## config.mk

```make
export PLATFORM = sky130hd
export DESIGN_NAME = acfg_regs
export DESIGN_NICKNAME = d
export VERILOG_FILES = /design/src/logic/acfg_pkg.sv /design/src/logic/acfg_frame_if.sv /design/src/logic/acfg_spi_port.sv /design/src/logic/acfg_pattern.sv /design/src/logic/acfg_regs.sv
export VERILOG_INCLUDE_DIRS = /design/src /design/src/logic
export SDC_FILE = /design/constraint.sdc
export NUM_CORES = 1
export LEC_CHECK = 0
export ABC_AREA = 1
export BUFFER_PORTS_ARGS = -buffer_cell sky130_fd_sc_hd__buf_2
export CORE_MARGIN = 1
export CORE_UTILIZATION = 45
export DETAILED_ROUTE_END_ITERATION = 6
export PLACE_DENSITY_LB_ADDON = 0.2
export SKIP_CTS_REPAIR_TIMING = 1
export SLEW_MARGIN = 20
export SYNTH_ARGS = -nofsm -noshare
export SYNTH_HDL_FRONTEND = slang
export SYNTH_HIERARCHICAL = 1
export SYNTH_SLANG_ARGS = --single-unit
```

## constraint.sdc

```tcl
create_clock -name i_clk_sys -period 4.8 [get_ports i_clk_sys]
set_clock_uncertainty 0.1 [all_clocks]
set_input_delay 0 -clock i_clk_sys [delete_from_list [all_inputs] [get_ports i_clk_sys]]
set_output_delay 0 -clock i_clk_sys [all_outputs]
set_load 0.01 [all_outputs]
```

## src/logic/acfg_cfg.svh

```systemverilog
// Offsets, field positions, reset values and codes of the converter configuration bank.
`ifndef ACFG_CFG_SVH
`define ACFG_CFG_SVH

`define ACFG_ADDR_RESET 7'h00
`define ACFG_ADDR_TIMING 7'h02
`define ACFG_ADDR_DRIVER 7'h03
`define ACFG_ADDR_FORMAT 7'h04

`define ACFG_RST_VAL 8'h00
`define ACFG_SWRST_BIT 7
`define ACFG_TIM_MASK 8'h0f
`define ACFG_DRV_MASK 8'h7f
`define ACFG_FMT_MASK 8'h3f

`define ACFG_INVERT_BIT 3
`define ACFG_PHASE_MSB 2
`define ACFG_PHASE_LSB 1
`define ACFG_STAB_BIT 0
`define ACFG_CUR_MSB 6
`define ACFG_CUR_LSB 4
`define ACFG_TERM_BIT 3
`define ACFG_OFF_BIT 2
`define ACFG_STD_MSB 1
`define ACFG_STD_LSB 0
`define ACFG_TEST_MSB 5
`define ACFG_TEST_LSB 3
`define ACFG_ALTPOL_BIT 2
`define ACFG_SCRAM_BIT 1
`define ACFG_TWOS_BIT 0

`define ACFG_HDR_LAST 5'h07
`define ACFG_FRAME_LAST 5'h0f

// Driver currents in microamps.
`define ACFG_CUR_3500 14'h0dac
`define ACFG_CUR_4000 14'h0fa0
`define ACFG_CUR_4500 14'h1194
`define ACFG_CUR_3000 14'h0bb8
`define ACFG_CUR_2500 14'h09c4
`define ACFG_CUR_2100 14'h0834
`define ACFG_CUR_1750 14'h06d6
`define ACFG_CUR_NONE 14'h0000

`define ACFG_TP_OFF 3'h0
`define ACFG_TP_ZEROS 3'h1
`define ACFG_TP_ONES 3'h3
`define ACFG_TP_CHECK 3'h5
`define ACFG_TP_ALT 3'h7
`define ACFG_WORD_CHECK_A 13'h1555
`define ACFG_WORD_CHECK_B 13'h0aaa
`define ACFG_WORD_ONES 13'h1fff
`define ACFG_WORD_ZEROS 13'h0000
`define ACFG_ALTPOL_FLIP 12'haaa

`endif

```

## src/logic/acfg_pkg.sv

```systemverilog
// Types shared by the converter configuration bank.
package acfg_pkg;
	typedef enum logic [1:0] {
		ACFG_SPI_SHIFT = 2'h0,
		ACFG_SPI_DONE  = 2'h1
	} acfg_spi_state_t;

	typedef struct packed {
		acfg_spi_state_t state;
		logic            sck_prev;
		logic [4:0]      cnt;
		logic [15:0]     shift_in;
		logic [7:0]      hdr;
		logic [7:0]      shift_out;
		logic            rd_active;
		logic            sdo_oe;
		logic            hdr_valid;
		logic            frame_valid;
	} acfg_spi_t;

	typedef struct packed {
		logic        phase;
		logic        valid;
		logic [12:0] word;
	} acfg_pat_t;

	typedef struct packed {
		logic [7:0]  timing;
		logic [7:0]  driver;
		logic [7:0]  format;
		logic [13:0] cur_ua;
		logic [2:0]  delay_eighths;
		logic        out_clock;
		logic        data_oe;
	} acfg_main_t;
endpackage

```

## src/logic/acfg_frame_if.sv

```systemverilog
// Decoded serial frame passed from the serial port to the register bank.
`timescale 1ns/1ps
`default_nettype none
interface acfg_frame_if;
	logic       hdr_valid;
	logic       frame_valid;
	logic       rw;
	logic [6:0] addr;
	logic [7:0] data;
	logic [7:0] rd_data;
	modport port (output hdr_valid, frame_valid, rw, addr, data, input rd_data);
	modport bank (input hdr_valid, frame_valid, rw, addr, data, output rd_data);
endinterface
`default_nettype wire

```

## src/logic/acfg_spi_port.sv

```systemverilog
// Serial port: frames the 16-bit word and shifts read data out on the open-drain line.
`timescale 1ns/1ps
`default_nettype none
`include "acfg_cfg.svh"
module acfg_spi_port (
	// Clock and reset
	input  wire logic   i_clk_sys,
	input  wire logic   i_rst,
	// Serial pins
	input  wire logic   i_cs_n,
	input  wire logic   i_sck,
	input  wire logic   i_sdi,
	output logic        o_sdo_oe,
	// Frame to the bank
	acfg_frame_if.port  frm
);
	acfg_pkg::acfg_spi_t r_reg;
	acfg_pkg::acfg_spi_t r_next;
	logic                rise;

	assign rise = i_sck & ~r_reg.sck_prev;

	always_comb begin
		r_next = r_reg;
		r_next.sck_prev = i_sck;
		r_next.hdr_valid = 1'b0;
		r_next.frame_valid = 1'b0;
		if (i_cs_n) begin
			r_next.state = acfg_pkg::ACFG_SPI_SHIFT;
			r_next.cnt = 5'h00;
			r_next.rd_active = 1'b0;
		end else begin
			// Read data is loaded once the header is known.
			if (r_reg.hdr_valid && r_reg.hdr[7]) begin
				r_next.shift_out = frm.rd_data;
				r_next.rd_active = 1'b1;
			end
			unique case (r_reg.state)
				acfg_pkg::ACFG_SPI_SHIFT: begin
					if (rise) begin
						r_next.shift_in = {r_reg.shift_in[14:0], i_sdi};
						r_next.cnt = r_reg.cnt + 5'h01;
						if (r_reg.rd_active) begin
							r_next.shift_out = {r_reg.shift_out[6:0], 1'b0};
						end
						if (r_reg.cnt == `ACFG_HDR_LAST) begin
							r_next.hdr = {r_reg.shift_in[6:0], i_sdi};
							r_next.hdr_valid = 1'b1;
						end
						if (r_reg.cnt == `ACFG_FRAME_LAST) begin
							r_next.frame_valid = 1'b1;
							r_next.state = acfg_pkg::ACFG_SPI_DONE;
						end
					end
				end
				// Edges after the sixteenth are ignored until the frame ends.
				acfg_pkg::ACFG_SPI_DONE: begin
					r_next.state = acfg_pkg::ACFG_SPI_DONE;
				end
			endcase
		end
		r_next.sdo_oe = r_next.rd_active & ~r_next.shift_out[7];
	end

	always_ff @(posedge i_clk_sys) begin
		if (i_rst) begin
			r_reg <= '0;
		end else begin
			r_reg <= r_next;
		end
	end

	assign frm.hdr_valid = r_reg.hdr_valid;
	assign frm.frame_valid = r_reg.frame_valid;
	assign frm.rw = r_reg.hdr[7];
	assign frm.addr = r_reg.hdr[6:0];
	assign frm.data = r_reg.shift_in[7:0];
	assign o_sdo_oe = r_reg.sdo_oe;
endmodule
`default_nettype wire

```

## src/logic/acfg_pattern.sv

```systemverilog
// Output word shaper: number format, randomizer, alternate polarity and test patterns.
`timescale 1ns/1ps
`default_nettype none
`include "acfg_cfg.svh"
module acfg_pattern #(
	parameter int unsigned W = 12
) (
	// Clock and reset
	input  wire logic         i_clk_sys,
	input  wire logic         i_rst,
	// Settings
	input  wire logic [2:0]   i_test_sel,
	input  wire logic         i_alt_pol,
	input  wire logic         i_scramble,
	input  wire logic         i_signed,
	// Sample in
	input  wire logic         i_valid,
	input  wire logic [W-1:0] i_bits,
	input  wire logic         i_ovf,
	// Sample out
	output logic              o_valid,
	output logic [W:0]        o_word
);
	acfg_pkg::acfg_pat_t r_reg;
	acfg_pkg::acfg_pat_t r_next;

	function automatic logic [W-1:0] shape(input logic [W-1:0] d, input logic ph);
		logic [W-1:0] v;
		v = d;
		if (i_signed && !i_alt_pol) begin
			v[W-1] = ~v[W-1];
		end
		if (i_scramble) begin
			v[W-1:1] = v[W-1:1] ^ {(W-1){v[0]}};
		end
		if (i_alt_pol && ph) begin
			v = v ^ `ACFG_ALTPOL_FLIP;
		end
		return v;
	endfunction

	always_comb begin
		r_next = r_reg;
		r_next.valid = i_valid;
		if (i_valid) begin
			r_next.phase = ~r_reg.phase;
			unique case (i_test_sel)
				`ACFG_TP_ZEROS: r_next.word = `ACFG_WORD_ZEROS;
				`ACFG_TP_ONES: r_next.word = `ACFG_WORD_ONES;
				`ACFG_TP_CHECK: r_next.word = r_reg.phase ? `ACFG_WORD_CHECK_B
					: `ACFG_WORD_CHECK_A;
				`ACFG_TP_ALT: r_next.word = r_reg.phase ? `ACFG_WORD_ONES
					: `ACFG_WORD_ZEROS;
				default: r_next.word = {i_ovf, shape(i_bits, r_reg.phase)};
			endcase
		end
	end

	always_ff @(posedge i_clk_sys) begin
		if (i_rst) begin
			r_reg <= '0;
		end else begin
			r_reg <= r_next;
		end
	end

	assign o_valid = r_reg.valid;
	assign o_word = r_reg.word;
endmodule
`default_nettype wire

```

## src/logic/acfg_regs.sv

```systemverilog
// Configuration bank of a dual converter: timing, driver mode and data format registers.
`timescale 1ns/1ps
`default_nettype none
`include "acfg_cfg.svh"
module acfg_regs #(
	parameter int unsigned SAMPLE_W = 12
) (
	// Clock and reset
	input  wire logic                i_clk_sys,
	input  wire logic                i_rst,
	// Serial port pins
	input  wire logic                i_cs_n,
	input  wire logic                i_sck,
	input  wire logic                i_sdi,
	output logic                     o_sdo_out,
	output logic                     o_sdo_oe,
	// Converter clock and samples
	input  wire logic                i_sample_clock,
	input  wire logic                i_sample_valid,
	input  wire logic [SAMPLE_W-1:0] i_sample_bits,
	input  wire logic                i_overflow_flag,
	// Output clock controls
	output logic                     o_output_clock,
	output logic                     o_out_clock_invert,
	output logic [1:0]               o_out_clock_phase_sel,
	output logic [2:0]               o_clock_delay_eighths,
	output logic                     o_duty_cycle_stabilizer_en,
	// Driver controls
	output logic [2:0]               o_diff_drive_current_sel,
	output logic [13:0]              o_drive_current_ua,
	output logic                     o_internal_termination_en,
	output logic                     o_outputs_disable,
	output logic                     o_data_oe,
	output logic [1:0]               o_output_standard_sel,
	// Format controls
	output logic [2:0]               o_test_pattern_sel,
	output logic                     o_alt_bit_polarity_en,
	output logic                     o_output_randomizer_en,
	output logic                     o_signed_format_sel,
	// Shaped output words
	output logic                     o_sample_valid,
	output logic [SAMPLE_W-1:0]      o_sample_bits,
	output logic                     o_overflow_flag
);
	acfg_pkg::acfg_main_t r_reg;
	acfg_pkg::acfg_main_t r_next;
	acfg_frame_if         frm ();
	logic                 sdo_oe_q;
	logic                 pat_valid;
	logic [SAMPLE_W:0]    pat_word;

	// Driver current in microamps; the unused code reads as zero.
	function automatic logic [13:0] cur_ua(
		input logic [2:0] sel,
		input logic       term
	);
		logic [13:0] base;
		base = `ACFG_CUR_NONE;
		unique case (sel)
			3'h0: base = `ACFG_CUR_3500;
			3'h1: base = `ACFG_CUR_4000;
			3'h2: base = `ACFG_CUR_4500;
			3'h3: base = `ACFG_CUR_NONE;
			3'h4: base = `ACFG_CUR_3000;
			3'h5: base = `ACFG_CUR_2500;
			3'h6: base = `ACFG_CUR_2100;
			3'h7: base = `ACFG_CUR_1750;
		endcase
		if (term) begin
			base = {base[12:0], 1'b0};
		end
		return base;
	endfunction

	// Readback; unmapped and write-only addresses read as zero.
	function automatic logic [7:0] reg_read(
		input logic [6:0]           a,
		input acfg_pkg::acfg_main_t s
	);
		logic [7:0] v;
		v = 8'h00;
		unique case (a)
			`ACFG_ADDR_TIMING: v = s.timing;
			`ACFG_ADDR_DRIVER: v = s.driver;
			`ACFG_ADDR_FORMAT: v = s.format;
			default: v = 8'h00;
		endcase
		return v;
	endfunction

	acfg_spi_port u_spi (
		.i_clk_sys (i_clk_sys),
		.i_rst     (i_rst),
		.i_cs_n    (i_cs_n),
		.i_sck     (i_sck),
		.i_sdi     (i_sdi),
		.o_sdo_oe  (sdo_oe_q),
		.frm       (frm.port)
	);

	assign frm.rd_data = reg_read(frm.addr, r_reg);

	always_comb begin
		r_next = r_reg;
		// Reads never reach this branch, so they leave the bank unchanged.
		if (frm.frame_valid && !frm.rw) begin
			unique case (frm.addr)
				`ACFG_ADDR_RESET: begin
					if (frm.data[`ACFG_SWRST_BIT]) begin
						r_next.timing = `ACFG_RST_VAL;
						r_next.driver = `ACFG_RST_VAL;
						r_next.format = `ACFG_RST_VAL;
					end
				end
				`ACFG_ADDR_TIMING: begin
					r_next.timing = frm.data & `ACFG_TIM_MASK;
				end
				`ACFG_ADDR_DRIVER: begin
					r_next.driver = frm.data & `ACFG_DRV_MASK;
				end
				`ACFG_ADDR_FORMAT: begin
					r_next.format = frm.data & `ACFG_FMT_MASK;
				end
				default: begin
					r_next.timing = r_reg.timing;
				end
			endcase
		end
		// Derived controls follow the stored fields in the same cycle, except out_clock, which takes the invert bit one cycle later.
		r_next.cur_ua = cur_ua(
			r_next.driver[`ACFG_CUR_MSB:`ACFG_CUR_LSB],
			r_next.driver[`ACFG_TERM_BIT]);
		r_next.delay_eighths = {1'b0,
			r_next.timing[`ACFG_PHASE_MSB:`ACFG_PHASE_LSB]};
		r_next.data_oe = ~r_next.driver[`ACFG_OFF_BIT];
		r_next.out_clock = i_sample_clock ^ r_reg.timing[`ACFG_INVERT_BIT];
	end

	always_ff @(posedge i_clk_sys) begin
		if (i_rst) begin
			r_reg <= '0;
			r_reg.cur_ua <= `ACFG_CUR_3500;
			r_reg.data_oe <= 1'b1;
		end else begin
			r_reg <= r_next;
		end
	end

	acfg_pattern #(
		.W (SAMPLE_W)
	) u_pat (
		.i_clk_sys  (i_clk_sys),
		.i_rst      (i_rst),
		.i_test_sel (r_reg.format[`ACFG_TEST_MSB:`ACFG_TEST_LSB]),
		.i_alt_pol  (r_reg.format[`ACFG_ALTPOL_BIT]),
		.i_scramble (r_reg.format[`ACFG_SCRAM_BIT]),
		.i_signed   (r_reg.format[`ACFG_TWOS_BIT]),
		.i_valid    (i_sample_valid),
		.i_bits     (i_sample_bits),
		.i_ovf      (i_overflow_flag),
		.o_valid    (pat_valid),
		.o_word     (pat_word)
	);

	// Open drain: the line is only ever pulled low.
	assign o_sdo_out = 1'b0;
	assign o_sdo_oe = sdo_oe_q;

	assign o_output_clock = r_reg.out_clock;
	assign o_out_clock_invert = r_reg.timing[`ACFG_INVERT_BIT];
	assign o_out_clock_phase_sel = r_reg.timing[`ACFG_PHASE_MSB:`ACFG_PHASE_LSB];
	assign o_clock_delay_eighths = r_reg.delay_eighths;
	assign o_duty_cycle_stabilizer_en = r_reg.timing[`ACFG_STAB_BIT];

	assign o_diff_drive_current_sel = r_reg.driver[`ACFG_CUR_MSB:`ACFG_CUR_LSB];
	assign o_drive_current_ua = r_reg.cur_ua;
	assign o_internal_termination_en = r_reg.driver[`ACFG_TERM_BIT];
	assign o_outputs_disable = r_reg.driver[`ACFG_OFF_BIT];
	assign o_data_oe = r_reg.data_oe;
	assign o_output_standard_sel = r_reg.driver[`ACFG_STD_MSB:`ACFG_STD_LSB];

	assign o_test_pattern_sel = r_reg.format[`ACFG_TEST_MSB:`ACFG_TEST_LSB];
	assign o_alt_bit_polarity_en = r_reg.format[`ACFG_ALTPOL_BIT];
	assign o_output_randomizer_en = r_reg.format[`ACFG_SCRAM_BIT];
	assign o_signed_format_sel = r_reg.format[`ACFG_TWOS_BIT];

	assign o_sample_valid = pat_valid;
	assign o_sample_bits = pat_word[SAMPLE_W-1:0];
	assign o_overflow_flag = pat_word[SAMPLE_W];
endmodule
`default_nettype wire

```

==> impl_metrics.ini <==
[status]
status = finished with violations
violations = hold timing

[synthesis]
synthCells = 608
ys_ff_latch = 82
syn_area_per_cell_um2 = 7.12
ys_async_sr_fraction_pct = 0
synthFlopType = dfxtp_1
synth.distinct_cells = 38
yosysWarningCount = 6
ys_seq_area_share_pct = 37.9
synth-edff-count = 0
syn_area_um2 = 4330

[pwr]
power_density_nw_per_um2 = 276
power_mw = 1.33
p_leak_nw = 2.28
peakVddDrop_v = 0.000154

[die]
die-area_um2 = 10000
die_x_um = 100
rows = 35
num_io_pins = 72
start_util_pct = 46.7
core_area_um2 = 9280
die_height_um = 100

[cts]
root_buffer = clkbuf_8
cts_buffers = 9
htreeDepth = 3
clk_latency_ns = 0.36
clockBufferDepth = 2
cts_tree = yes
numClockSinks = 82
clk_pin_slew_ns = 0.09

[critical_path]
worst-setup-path-type = flop to flop
reg2reg_slack_ns = 2.74
crit_path_cell_trace = inv_1 > nand2_1 > nor2_4 > nand3_2 > nand3_4 > nand2_1 > nand2_2 > inv_1 > ha_1 > inv_1 > nand2_1 > nand3_1 > nand3_1
crit_family = simple AND/OR/NAND/NOR gates
crit_slowest_cell = dfxtp_1
critPathMaxFanout = 8
required_ns = 4.94
slowest_delay_ns = 0.33
startpoint_type = flop
worstPathArrival_ns = 2.20
critPathCaptureType = flop
path_buf_inv = 3

[grt]
grt_max_degree = 38
grt_usage_pct = 20.0
gr-total-overflow = 0
grt_pass1_wl_um = 15800
grt_pass1_vias = 3392
grt_antenna_before_repair = 0

[layout]
largest_reg_flops = 16
nets = 683
drive_gt1_share_pct = 19.7
diodes = 0
finalInstanceArea_um2 = 4830
layout_commonest_cell = nand2_1
mostFrequentLayoutCells = 135 x nand2_1, 82 x dfxtp_1, 69 x inv_1
syn_to_final_growth_pct = 11.4
fill_cells = 932

[placement]
pre_cts_slack_ns = 2.78
placed_area_um2 = 4530
dpl.hpwl_um = 6990
routabilityCongestion = 0.858
port_buffers = 68

[sta]
worst_pin_slew_ns = 0.695
hold_viol = 7
drv_slew = 0
fmax_mhz = 487
tns_ns = 0
rsz0062_at_grt = false
hold_slack_ns = -0.0323
relSlewSlack_pct = 53.6
post-route-min-period_ns = 2.06
setup_ws_ns = 2.74
min_period_over_period_pct = 42.8
setup-violations-final = 0

[drt]
drt-met1-wl_um = 4710
ant_nets = 0
drt-initial-drc-count = 141
dr.pass1.iters = 5
drc = 0
route.met2.wl_um = 4690
routed.top_layer = met4
totalWireLength_um = 9890
via_per_inst = 4.86
wl_met3_um = 382
wl_per_cell_um = 12.5
num_vias = 3838

[worst_hold_path]
hold_path.class = primary input to flop

[flow_run]
cap_violations = 0
-- kinds of logic (layout without fill, tap and decap cells) --
family,count (synthesis),in the layout,synth area share (%)
flops,82,82,37.9
simple gates,302,302,33.8
compound gates,92,92,11.4
other cells,1,4,0.0866
buf+inv,122,171,14.4
fa+ha+maj,8,8,2.31
xor+xnor,1,1,0.202
-- cells in the mapped netlist, types with 3 or more instances --
cell	count	area, um2
a21oi_1	49	245
nor2_4	6	67.6
nand3_2	3	30.0
clkbuf_1	4	15.0
buf_4	34	255
nand4_1	10	62.6
inv_2	6	22.5
nor2_1	62	233
dfxtp_1	82	1640
ha_1	8	100
nor3_1	3	15.0
o21ai_1	5	25.0
o21ai_0	31	155
nand2_4	10	113
buf_2	4	20.0
nand3_1	56	280
inv_1	69	259
nand2_2	10	62.6
nand2_1	135	507
-- per-layer routing --
metal / global-route usage (%) / vias up
met5: 0 / -
met4: 6.80 / 0
met3: 3.48 / 7
met2: 33.5 / 78
met1: 25.9 / 1752
li1: - / 2001
-- final timing paths --
path | from | depth (start not counted) | to
min reg2reg | u_spi/frm.addr[4]$_SDFFE_PP0P_ | 2 | u_spi/frm.addr[4]$_SDFFE_PP0P_
max reg2reg | u_spi/frm.addr[0]$_SDFFE_PP0P_ | 13 | o_drive_current_ua[5]$_SDFF_PP1_
max | u_spi/frm.addr[0]$_SDFFE_PP0P_ | 13 | o_drive_current_ua[5]$_SDFF_PP1_
min | i_sample_bits[2] | 6 | u_pat/o_word[2]$_SDFFE_PP0P_
-- metrics by stage --
stage	utilization, %	hold WS (ns)	instances
final	52.0	-0.0323	789
after detailed placement	48.8	0.148	764
after global routing	52.0	0.00627	789
after global placement	48.8	0.144	764
after floorplan	-	-0.0276	611
after CTS	51.0	-0.235	780
-- area by class of cell --
class / instances / area [um2] / share of cell area (%)
Clock buffer: 10 / 138 / 2.85
Timing Repair Buffer: 78 / 438 / 9.07
Sequential cell: 82 / 1640 / 34.0
Tap cell: 129 / 161 / 3.34
Inverter: 77 / 297 / 6.14
Multi-Input combinational cell: 407 / 2080 / 43.1
Clock inverter: 6 / 72.6 / 1.50
-- where the power goes --
part	switching, mW	leakage (nW)	internal [mW]
Sequential	0.0133	0.667	0.695
Combinational	0.0597	1.51	0.0367
Clock	0.268	0.104	0.261
Total	0.341	2.28	0.993
-- tightest hold or removal path, cell delays in order --
cell and delay (ns):
buf_2 0.10, inv_1 0.05, o21ai_0 0.08, nand3_1 0.07
nand2_1 0.05, inv_1 0.04
No activity file was read; power rests on OpenSTA's default activity.
